$ cat src/ulpi_status_pkg.sv
// What this block does
// (RL1) interrupt source register shows live source values on every read
// (RL2) bit0 detach (host mode only), 1 bus power, 2 session ok, 3 over, 4 ident low
// (RL3) bus power and session over bits read 0 when both their edge enables set
// (RL4) session ok bit always shows the comparator, whatever its enables
// (RL5) all-zero value only right after reset, then reads track comparators
// (RL6) latch bit sets on an unmasked edge of its source; detach only in host mode
// (RL7) latch read returns bits then clears them; writes ignored; bits 7:5 zero
// (RL8) debug register returns line state in bits 1:0, upper bits zero
// (RL9) scratch byte: write, set, clear addresses; reset 00; affects nothing else
// (RL10) accessory control: write, set, clear at three addresses, all read back
// (RL11) link programs uart routes before selecting accessory mode
// (RL12) data line 1 held high in accessory mode while uart receive route is clear
// (RL13) accessory control bit0 reads 0, bit1 ident drive, bit2 tx, bit3 rx
// (RL14) bit4 left audio; bits 5 or 6 connect right audio until both clear
// (RL15) in accessory mode, uart data reaches audio pins when matching audio switches are enabled
// (RL16) single-ended receivers disabled while any audio or mic route is set
// (RL17) link should not set uart routes while audio routes are enabled; the bench link writes ff to 19, setting uart and audio routes together
// (RL18) bit7 set floats data line 2 in accessory mode instead of driving 0
// (RL19) irq enable bits 0/1 raise alt_int on ident open rise/fall
// (RL20) irq enable bit 2 raises alt_int on any dp voltage detect change
// (RL21) irq enable bits 3, 4, 6, 7 read zero
// (RL22) bit 5 or vendor enable raises alt_int when resistor code done asserts
// (RL23) unmasked: rising edge with rise enable or falling edge with fall enable
package ulpi_status_pkg;

    ////////////////////////////////////////////////////////////////////////////
    // register addresses
    localparam logic [5:0] ADDR_SRC_LIVE  = 6'h13;
    localparam logic [5:0] ADDR_LATCH     = 6'h14;
    localparam logic [5:0] ADDR_DEBUG     = 6'h15;
    localparam logic [5:0] ADDR_SCRATCH   = 6'h16;
    localparam logic [5:0] ADDR_ACC_CTL   = 6'h19;
    localparam logic [5:0] ADDR_ACC_IRQ   = 6'h1d;
    localparam logic [5:0] ADDR_SET_OFS   = 6'h01;
    localparam logic [5:0] ADDR_CLR_OFS   = 6'h02;

    ////////////////////////////////////////////////////////////////////////////
    // interrupt source bit positions
    localparam int SRC_DETACH    = 0;
    localparam int SRC_BUS_POWER = 1;
    localparam int SRC_SESS_OK   = 2;
    localparam int SRC_SESS_OVER = 3;
    localparam int SRC_IDENT_LOW = 4;
    localparam int SRC_W         = 5;

    // synchronised input vector layout: sources, line state, accessory inputs
    localparam int IN_LINE_LO    = 5;
    localparam int IN_LINE_HI    = 6;
    localparam int IN_IDENT_OPEN = 7;
    localparam int IN_DP_VOLT    = 8;
    localparam int IN_RCODE_DONE = 9;
    localparam int IN_W          = 10;

    // accessory control fields
    localparam int ACC_IDENT_DRV   = 1;
    localparam int ACC_UART_TX     = 2;
    localparam int ACC_UART_RX     = 3;
    localparam int ACC_LEFT_AUDIO  = 4;
    localparam int ACC_RIGHT_AUDIO = 5;
    localparam int ACC_MIC         = 6;
    localparam int ACC_DATA2_FLOAT = 7;

    // accessory irq enable fields
    localparam int IRQ_OPEN_RISE = 0;
    localparam int IRQ_OPEN_FALL = 1;
    localparam int IRQ_DP_CHANGE = 2;
    localparam int IRQ_RCODE     = 5;

    ////////////////////////////////////////////////////////////////////////////
    // writable masks and reset values
    localparam logic [7:0] ACC_CTL_MASK  = 8'hfe;
    localparam logic [7:0] ACC_IRQ_MASK  = 8'h27;
    localparam logic [7:0] SCRATCH_MASK  = 8'hff;
    localparam logic [7:0] BYTE_RESET    = 8'h00;
    localparam logic [7:0] BYTE_ZERO     = 8'h00;

    typedef enum logic [1:0] {
        WR_NONE  = 2'h0,
        WR_PLAIN = 2'h1,
        WR_SET   = 2'h3,
        WR_CLEAR = 2'h2
    } write_op_t;

    // which kind of write an address means for a write/set/clear triple
    function automatic write_op_t decodeOp(input logic [5:0] addr, input logic [5:0] base);
        write_op_t op;
        op = WR_NONE;
        if (addr == base) begin
            op = WR_PLAIN;
        end else if (addr == base + ADDR_SET_OFS) begin
            op = WR_SET;
        end else if (addr == base + ADDR_CLR_OFS) begin
            op = WR_CLEAR;
        end
        return op;
    endfunction

    // new register value after a write, set or clear, keeping fixed bits at zero
    function automatic logic [7:0] applyWrite(input logic [7:0] cur, input logic [7:0] data,
                                              input write_op_t op, input logic [7:0] mask);
        logic [7:0] nxt;
        nxt = cur;
        case (op)
            WR_PLAIN: nxt = data;
            WR_SET:   nxt = cur | data;
            WR_CLEAR: nxt = cur & ~data;
            default:  nxt = cur;
        endcase
        return nxt & mask;
    endfunction

    // true when the address falls inside a write/set/clear triple
    function automatic logic inTriple(input logic [5:0] addr, input logic [5:0] base);
        return decodeOp(addr, base) != WR_NONE;
    endfunction

endpackage

$ cat src/level_sync_edges.sv
`timescale 1ns/1ns
module level_sync_edges #(
    parameter int W = 1
) (
    // clock and reset
    input  wire logic         mclk,
    input  wire logic         sys_rst,
    // raw comparator levels from the analog side
    input  wire logic [W-1:0] rawLevel,
    // synchronised level and its one-cycle edges
    output logic      [W-1:0] level,
    output logic      [W-1:0] rise,
    output logic      [W-1:0] fall
);

    typedef struct packed {
        logic [W-1:0] meta;
        logic [W-1:0] sync;
        logic [W-1:0] last;
    } sync_state_t;

    sync_state_t s_q;
    sync_state_t s_d;

    ////////////////////////////////////////////////////////////////////////////
    // meta feeds only sync; edges are taken between sync and last
    always_comb begin
        s_d      = s_q;
        s_d.meta = rawLevel;
        s_d.sync = s_q.meta;
        s_d.last = s_q.sync;
    end

    // zeros after reset so every source reads 0 until it has been sampled
    always_ff @(posedge mclk) begin
        if (sys_rst) begin
            s_q <= '0;
        end else begin
            s_q <= s_d;
        end
    end

    assign level = s_q.sync;
    assign rise  = s_q.sync & ~s_q.last;
    assign fall  = ~s_q.sync & s_q.last;

endmodule

$ cat src/ulpi_phy_status_accessory_regs.sv
`timescale 1ns/1ns
module ulpi_phy_status_accessory_regs (
    // clock and reset
    input  wire logic       mclk,
    input  wire logic       sys_rst,
    // register access from the ulpi protocol engine
    input  wire logic [5:0] regAddr,
    input  wire logic [7:0] regWrData,
    input  wire logic       regWrEn,
    input  wire logic       regRdEn,
    output logic      [7:0] regRdData,
    output logic            regRdValid,
    // analog comparator levels, asynchronous to mclk
    input  wire logic       hostDisconnect,
    input  wire logic       busPowerValid,
    input  wire logic       session_ok,
    input  wire logic       session_over,
    input  wire logic       ident_pin_low,
    input  wire logic [1:0] lineState,
    input  wire logic       identOpen,
    input  wire logic       dp_voltage_detect,
    input  wire logic       resistor_code_done,
    // settings held in neighbouring registers, same clock
    input  wire logic [4:0] riseEnable,
    input  wire logic [4:0] fallEnable,
    input  wire logic       hostMode,
    input  wire logic       accessory_mode_sel,
    input  wire logic       vendorRcodeDoneEn,
    // accessory switch controls
    output logic            ident_pull_low_drive,
    output logic            uartTxToDm,
    output logic            uartRxFromDp,
    output logic            dmToLeftAudio,
    output logic            dpToRightAudio,
    output logic            uartOnLeftAudio,
    output logic            uartOnRightAudio,
    output logic            seReceiverEnable,
    // ulpi data line 1 and 2 drive in accessory mode
    output logic            data1Out,
    output logic            data1OeN,
    output logic            data2Out,
    output logic            data2OeN,
    // rxcmd signalling
    output logic            altInt
);

    ////////////////////////////////////////////////////////////////////////////
    // synchronised inputs

    logic [ulpi_status_pkg::IN_W-1:0] rawIn;
    logic [ulpi_status_pkg::IN_W-1:0] inLevel;
    logic [ulpi_status_pkg::IN_W-1:0] inRise;
    logic [ulpi_status_pkg::IN_W-1:0] inFall;

    assign rawIn = {resistor_code_done, dp_voltage_detect, identOpen, lineState,
                    ident_pin_low, session_over, session_ok, busPowerValid, hostDisconnect};

    level_sync_edges #(
        .W (ulpi_status_pkg::IN_W)
    ) u_sync (
        .mclk     (mclk),
        .sys_rst  (sys_rst),
        .rawLevel (rawIn),
        .level    (inLevel),
        .rise     (inRise),
        .fall     (inFall)
    );

    ////////////////////////////////////////////////////////////////////////////
    // state

    typedef struct packed {
        logic [7:0]                        scratch;
        logic [7:0]                        accCtl;
        logic [7:0]                        accIrqEn;
        logic [ulpi_status_pkg::SRC_W-1:0] latch;
        logic [7:0]                        rdData;
        logic                              rdValid;
        logic                              altInt;
        logic                              data1OeN;
        logic                              data2OeN;
    } reg_state_t;

    reg_state_t st_q;
    reg_state_t st_d;

    logic [ulpi_status_pkg::SRC_W-1:0] liveSrc;
    logic [ulpi_status_pkg::SRC_W-1:0] srcEvent;
    logic [7:0]                        liveByte;
    logic [7:0]                        debugByte;
    logic                              wrEff;
    logic                              rcodeEnable;
    logic                              accEvent;
    logic                              rightConnect;
    logic                              anyAudio;

    ////////////////////////////////////////////////////////////////////////////
    // live status view; synchroniser reset makes it read zero after reset
    always_comb begin
        liveSrc = inLevel[ulpi_status_pkg::SRC_W-1:0];
        // detach only means something in host mode
        liveSrc[ulpi_status_pkg::SRC_DETACH] = liveSrc[ulpi_status_pkg::SRC_DETACH] & hostMode;
        // both enables set hides the bit
        if (riseEnable[ulpi_status_pkg::SRC_BUS_POWER] &&
            fallEnable[ulpi_status_pkg::SRC_BUS_POWER]) begin
            liveSrc[ulpi_status_pkg::SRC_BUS_POWER] = 1'b0; // see RL3
        end
        if (riseEnable[ulpi_status_pkg::SRC_SESS_OVER] &&
            fallEnable[ulpi_status_pkg::SRC_SESS_OVER]) begin
            liveSrc[ulpi_status_pkg::SRC_SESS_OVER] = 1'b0; // see RL3
        end
        // session ok is never hidden by its enables, see RL4
    end

    assign liveByte  = {3'h0, liveSrc}; // see RL1
    assign debugByte = {6'h00, inLevel[ulpi_status_pkg::IN_LINE_HI:ulpi_status_pkg::IN_LINE_LO]};

    // unmasked edges per source; detach events only count in host mode
    always_comb begin
        srcEvent = (inRise[ulpi_status_pkg::SRC_W-1:0] & riseEnable) |
                   (inFall[ulpi_status_pkg::SRC_W-1:0] & fallEnable); // see RL23
        srcEvent[ulpi_status_pkg::SRC_DETACH] = srcEvent[ulpi_status_pkg::SRC_DETACH] & hostMode;
    end

    // accessory interrupt sources; vendor enable shares the resistor code event
    assign rcodeEnable = st_q.accIrqEn[ulpi_status_pkg::IRQ_RCODE] | vendorRcodeDoneEn;
    assign accEvent =
        (st_q.accIrqEn[ulpi_status_pkg::IRQ_OPEN_RISE] & inRise[ulpi_status_pkg::IN_IDENT_OPEN]) |
        (st_q.accIrqEn[ulpi_status_pkg::IRQ_OPEN_FALL] & inFall[ulpi_status_pkg::IN_IDENT_OPEN]) |
        (st_q.accIrqEn[ulpi_status_pkg::IRQ_DP_CHANGE] &
         (inRise[ulpi_status_pkg::IN_DP_VOLT] | inFall[ulpi_status_pkg::IN_DP_VOLT])) |
        (rcodeEnable & inRise[ulpi_status_pkg::IN_RCODE_DONE]);

    assign wrEff = regWrEn & ~regRdEn;

    ////////////////////////////////////////////////////////////////////////////
    // next state
    always_comb begin
        st_d         = st_q;
        st_d.rdValid = regRdEn;
        st_d.altInt  = accEvent; // see RL19 RL20 RL22

        // writes to read-only addresses, including the latch, fall through
        if (wrEff) begin
            st_d.scratch  = ulpi_status_pkg::applyWrite(st_q.scratch, regWrData,
                ulpi_status_pkg::decodeOp(regAddr, ulpi_status_pkg::ADDR_SCRATCH),
                ulpi_status_pkg::SCRATCH_MASK); // see RL9
            st_d.accCtl   = ulpi_status_pkg::applyWrite(st_q.accCtl, regWrData,
                ulpi_status_pkg::decodeOp(regAddr, ulpi_status_pkg::ADDR_ACC_CTL),
                ulpi_status_pkg::ACC_CTL_MASK); // see RL10 RL13
            st_d.accIrqEn = ulpi_status_pkg::applyWrite(st_q.accIrqEn, regWrData,
                ulpi_status_pkg::decodeOp(regAddr, ulpi_status_pkg::ADDR_ACC_IRQ),
                ulpi_status_pkg::ACC_IRQ_MASK); // see RL21
        end

        // read mux; unmapped addresses return zero
        if (regRdEn) begin
            if (regAddr == ulpi_status_pkg::ADDR_SRC_LIVE) begin
                st_d.rdData = liveByte; // see RL1 RL2 RL5
            end else if (regAddr == ulpi_status_pkg::ADDR_LATCH) begin
                st_d.rdData = {3'h0, st_q.latch}; // see RL7
            end else if (regAddr == ulpi_status_pkg::ADDR_DEBUG) begin
                st_d.rdData = debugByte; // see RL8
            end else if (ulpi_status_pkg::inTriple(regAddr, ulpi_status_pkg::ADDR_SCRATCH)) begin
                st_d.rdData = st_q.scratch;
            end else if (ulpi_status_pkg::inTriple(regAddr, ulpi_status_pkg::ADDR_ACC_CTL)) begin
                st_d.rdData = st_q.accCtl; // see RL10
            end else if (ulpi_status_pkg::inTriple(regAddr, ulpi_status_pkg::ADDR_ACC_IRQ)) begin
                st_d.rdData = st_q.accIrqEn;
            end else begin
                st_d.rdData = ulpi_status_pkg::BYTE_ZERO;
            end
        end

        // a read clears the latch, but an edge in the same cycle survives it
        if (regRdEn && regAddr == ulpi_status_pkg::ADDR_LATCH) begin
            st_d.latch = srcEvent; // see RL7
        end else begin
            st_d.latch = st_q.latch | srcEvent; // see RL6
        end

        // data line drives only apply while accessory mode is selected
        st_d.data1OeN = ~(accessory_mode_sel &
                          ~st_q.accCtl[ulpi_status_pkg::ACC_UART_RX]); // see RL12
        st_d.data2OeN = ~(accessory_mode_sel &
                          ~st_q.accCtl[ulpi_status_pkg::ACC_DATA2_FLOAT]); // see RL18
    end

    always_ff @(posedge mclk) begin
        if (sys_rst) begin
            st_q          <= '0;
            st_q.scratch  <= ulpi_status_pkg::BYTE_RESET;
            st_q.accCtl   <= ulpi_status_pkg::BYTE_RESET;
            st_q.accIrqEn <= ulpi_status_pkg::BYTE_RESET;
            st_q.data1OeN <= 1'b1;
            st_q.data2OeN <= 1'b1;
        end else begin
            st_q <= st_d;
        end
    end

    ////////////////////////////////////////////////////////////////////////////
    // outputs; switch controls decode the control register, the uart-on-audio pair also gated by accessory mode
    assign rightConnect = st_q.accCtl[ulpi_status_pkg::ACC_RIGHT_AUDIO] |
                          st_q.accCtl[ulpi_status_pkg::ACC_MIC]; // see RL14
    assign anyAudio     = st_q.accCtl[ulpi_status_pkg::ACC_LEFT_AUDIO] | rightConnect;

    assign regRdData            = st_q.rdData;
    assign regRdValid           = st_q.rdValid;
    assign altInt               = st_q.altInt;
    assign ident_pull_low_drive = st_q.accCtl[ulpi_status_pkg::ACC_IDENT_DRV];
    assign uartTxToDm           = st_q.accCtl[ulpi_status_pkg::ACC_UART_TX];
    assign uartRxFromDp         = st_q.accCtl[ulpi_status_pkg::ACC_UART_RX];
    assign dmToLeftAudio        = st_q.accCtl[ulpi_status_pkg::ACC_LEFT_AUDIO]; // see RL14
    assign dpToRightAudio       = rightConnect;
    // uart traffic leaks onto the audio pins through enabled switches
    assign uartOnLeftAudio      = accessory_mode_sel & uartTxToDm & dmToLeftAudio; // see RL15
    assign uartOnRightAudio     = accessory_mode_sel & uartRxFromDp & rightConnect; // see RL15
    // audio swings would upset the single-ended receivers, so they go off
    assign seReceiverEnable     = ~anyAudio; // see RL16
    assign data1Out             = 1'b1;
    assign data1OeN             = st_q.data1OeN;
    assign data2Out             = 1'b0;
    assign data2OeN             = st_q.data2OeN;
endmodule

$ cat config.mk
export PLATFORM = sky130hd
export DESIGN_NAME = ulpi_phy_status_accessory_regs
export DESIGN_NICKNAME = d
export VERILOG_FILES = /design/src/ulpi_status_pkg.sv /design/src/level_sync_edges.sv /design/src/ulpi_phy_status_accessory_regs.sv
export SDC_FILE = /design/constraint.sdc
export NUM_CORES = 1
export LEC_CHECK = 0
export ABC_AREA = 1
export BUFFER_PORTS_ARGS = -buffer_cell sky130_fd_sc_hd__buf_2
export CAP_MARGIN = 20
export CORE_MARGIN = 5
export CORE_UTILIZATION = 50
export DETAILED_ROUTE_END_ITERATION = 16
export PLACE_DENSITY = 0.75
export SLEW_MARGIN = 20
export SYNTH_ARGS = -nofsm -noshare
export SYNTH_HDL_FRONTEND = slang
export SYNTH_SLANG_ARGS = --single-unit
$ cat constraint.sdc
create_clock -name mclk -period 1.5 [get_ports mclk]
set_input_delay 0.15 -clock mclk [delete_from_list [all_inputs] [get_ports mclk]]
set_output_delay 0.15 -clock mclk [all_outputs]
set_load 0.1 [all_outputs]
==> load_flow_metrics.sql <==
INSERT INTO impl_metrics (metric_group, metric, value, unit) VALUES
('status', 'status', 'finished clean', ''),
('drt', 'via_count', '2609', ''),
('worst_hold_path', 'hold_class', 'primary input to flip-flop', ''),
('floorplanning', 'die_area', '7260', 'um2'),
('clock_tree', 'tritoncts_clock_tree', 'done', ''),
('pwr', 'power.leakage', '0.00156', 'uW'),
('finish', 'antenna_cells_inserted', '0', ''),
('global_routing', 'first_global_vias', '2451', ''),
('sta', 'period_minus_slack', '1.43', 'ns'),
('flow_run', 'max-cap-violations', '0', ''),
('global_routing', 'grt_max_degree', '34', ''),
('drt', 'met2_length', '3240', 'um'),
('finish', 'post_layout_nonfiller_instances', '532', ''),
('critical_path', 'crit_path_max_fanout', '3', ''),
('finish', 'net_count_of_the_finished_layout', '496', ''),
('drt', 'drc', '0', ''),
('synth', 'synth.cell_area', '2830', 'um2'),
('finish', 'layout.cells.most_common', 'nand2_1', ''),
('floorplanning', 'pin_count', '63', ''),
('finish', 'ff_latch_area', '1290', 'um2'),
('pwr', 'p_sw_share', '25.4', '%'),
('sta', 'grt_setup_unrepaired', 'no', ''),
('finish', 'fin_area', '3560', 'um2'),
('finish', 'post-route-util', '64.7', '%'),
('finish', 'fill_cells', '500', ''),
('pwr', 'switchingPower', '965', 'uW'),
('critical_path', 'required_time_at_the_worst_slack_endpoint', '1.35', 'ns'),
('synth', 'synth-seq-cells', '64', ''),
('global_routing', 'number_of_antenna_violations_at_the_first_check_in_global_routing', '0', ''),
('sta', 'skew', '0.00527', 'ns'),
('global_routing', 'wire_length_of_the_first_global_routing_pass', '11200', 'um'),
('finish', 'mostFrequentLayoutCells', '74 x nand2_1, 64 x nor2_1, 59 x dfxtp_1, 56 x buf_2, 50 x inv_1', ''),
('synth', 'yosysSeqAreaShare', '45.3', '%'),
('synth', 'ys_warn_count', '0', ''),
('drt', 'total_length_of_routed_met3_wires', '433', 'um'),
('clock_tree', 'cts_clk_pin_slew_worst_paths', '0.07', 'ns'),
('critical_path', 'end_kind', 'output pin', ''),
('finish', 'areaGrowthSynthToFinish', '26.0', '%'),
('drt', 'number_of_nets_with_antenna_violations_after_detailed_routing', '0', ''),
('drt', 'route.top_layer_used', 'met4', ''),
('critical_path', 'cp_data_arrival_time', '1.28', 'ns'),
('pwr', 'gate_power_share', '9.6', '%'),
('clock_tree', 'cts.path.max_buffers', '2', ''),
('pwr', 'power.density', '1070', 'nW/um2'),
('pwr', 'power.share.sequential', '46.2', '%'),
('sta', 'drv_slew', '0', ''),
('floorplanning', 'fp-row-count', '27', ''),
('clock_tree', 'htree_num_levels', '3', ''),
('drt', 'vias_per_cell', '4.90', ''),
('place', 'place.port_buffers', '60', ''),
('synth', 'syn_area_per_cell', '7.29', 'um2'),
('pwr', 'clockPowerShare', '44.1', '%'),
('clock_tree', 'clock_latency_late_sink', '0.35', 'ns'),
('clock_tree', 'cts-buffers-inserted', '9', ''),
('pwr', 'vdd.ir_drop.worst', '1000', 'uV'),
('critical_path', 'worstSetupStartpointType', 'flip-flop', ''),
('clock_tree', 'cts.root.buffer_cell', 'clkbuf_8', ''),
('drt', 'detailedRoute.firstPassIterationCount', '4', ''),
('pwr', 'internal_power', '2840', 'uW'),
('clock_tree', 'cts.sink_count', '64', ''),
('place', 'placed_cells_incl_taps', '507', ''),
('sta', 'final_critical_path_setup_slack', '0.0677', 'ns'),
('drt', 'wl_per_cell', '12.5', 'um'),
('floorplanning', 'die_width', '85.2', 'um'),
('sta', 'report.final.hold_viol_count', '0', ''),
('synth', 'syn-instance-count', '388', ''),
('place', 'gpl.final_weighted_congestion', '0.852', ''),
('global_routing', 'global_route.usage.total', '19.3', '%'),
('place', 'place_ws', '0.0418', 'ns'),
('finish', 'post_route_cells_drive_above_1_share', '26.1', '%'),
('drt', 'detailedRoute.firstIterationViolations', '240', '');
## Yosys cell counts
cell type	instances	area share [%]
nor2_4	3	1.2
buf_12	1	0.71
buf_4	11	2.9
dfxtp_1	64	45
nor3_1	3	0.53
nand3_1	13	2.3
o211ai_1	2	0.53
nor2_2	4	0.88
a31oi_1	1	0.22
nand4_2	1	0.44
inv_2	3	0.40
a21oi_2	1	0.31
conb_1	2	0.27
buf_2	1	0.18
nor2_1	66	8.8
nand3_2	6	2.1
clkbuf_1	8	1.1
o211ai_2	1	0.44
nand3_4	1	0.62
inv_1	53	7.0
nand4_1	5	1.1
a32oi_1	4	1.2
nand2_4	1	0.40
o21ai_0	16	2.8
nor4_4	1	0.75
a21oi_1	38	6.7
a41oi_1	1	0.31
o21ai_1	2	0.35
nand2_1	74	9.8
nand2_2	1	0.22
## timing repair
action | in CTS | in global routing
setup buffers | 0 | 1
setup endpoints to repair | 1 | 1
hold buffers | 8 | 0
gates resized for setup | 1 | 1
hold endpoints to repair | 8 | 0
pin swaps | 0 | 1
## routing by layer
metal	GRT usage, %	vias up
li1	-	1348
met1	23.8	1174
met2	32.1	75
met3	5.83	12
met4	6.47	0
met5	0	-
## power groups by stage
stage          combinational, uW  clock (uW)  sequential, uW
6_report                     367        1680            1760
2_1_floorplan                205           0            1830
3_5_place_dp                 350           0            1800
4_1_cts                      368        1710            1760
5_1_grt                      404        1790            1760
3_3_place_gp                 342           0            1800
## area by class of cell
cell class / instances / share of cell area, %
Tap cell: 72 / 2.53
Inverter: 56 / 6.07
Timing Repair Buffer: 77 / 13.9
Sequential cell: 64 / 36.3
Clock buffer: 10 / 3.86
Multi-Input combinational cell: 247 / 34.7
Clock inverter: 6 / 2.60
## state kept, by name, summed over array words and instances (netlist names)
| name | flops |
|---|---|
| dmToLeftAudio | 1 |
| u_sync.s_d | 10 |
| st_q | 20 |
| regRdValid | 1 |
| uartTxToDm | 1 |
| u_sync.level | 10 |
| ident_pull_low_drive | 1 |
| altInt | 1 |
| data2OeN | 1 |
| data1OeN | 1 |
| uartRxFromDp | 1 |
| u_sync.s_q | 8 |
| regRdData | 8 |
## logic make-up (layout without fill, tap and decap cells)
| group | after synthesis | after routing | share of synthesized area, % |
|---|---|---|---|
| other | 2 | 2 | 0.266 |
| AO/OA/AOI/OAI | 66 | 66 | 13.0 |
| flip-flops | 64 | 64 | 45.3 |
| buffers and inverters | 77 | 149 | 12.3 |
| AND/OR/NAND/NOR | 179 | 179 | 29.2 |
## path summary, 6_finish.rpt
check	from	to	slack (ns)	depth (start not counted)
hold reg to reg	u_sync.s_d[15]$_SDFF_PP0_	u_sync.level[5]$_SDFF_PP0_	0.40	2
hold / removal	accessory_mode_sel	data2OeN$_SDFF_PP1_	0.01	2
setup / recovery	st_q[30]$_SDFFE_PP0P_	uartOnRightAudio	0.07	4
setup reg to reg	u_sync.level[3]$_SDFF_PP0_	regRdData[3]$_SDFFE_PP0P_	0.43	4
## critical path, cell delays in order (launching register included)
cell and delay, ns:
dfxtp_2 0.38, nor2_4 0.06, buf_4 0.14, nor3_4 0.16, buf_12 0.20
## metrics by stage
step           setup TNS, ns  hold slack (ns)
4_1_cts                    0          0.00176
3_5_place_dp               0            0.355
6_report                   0           0.0145
2_1_floorplan         -0.422            0.235
3_3_place_gp               0            0.349
5_1_grt                    0           0.0129
Note: power is estimated with default switching activity, not from simulation.
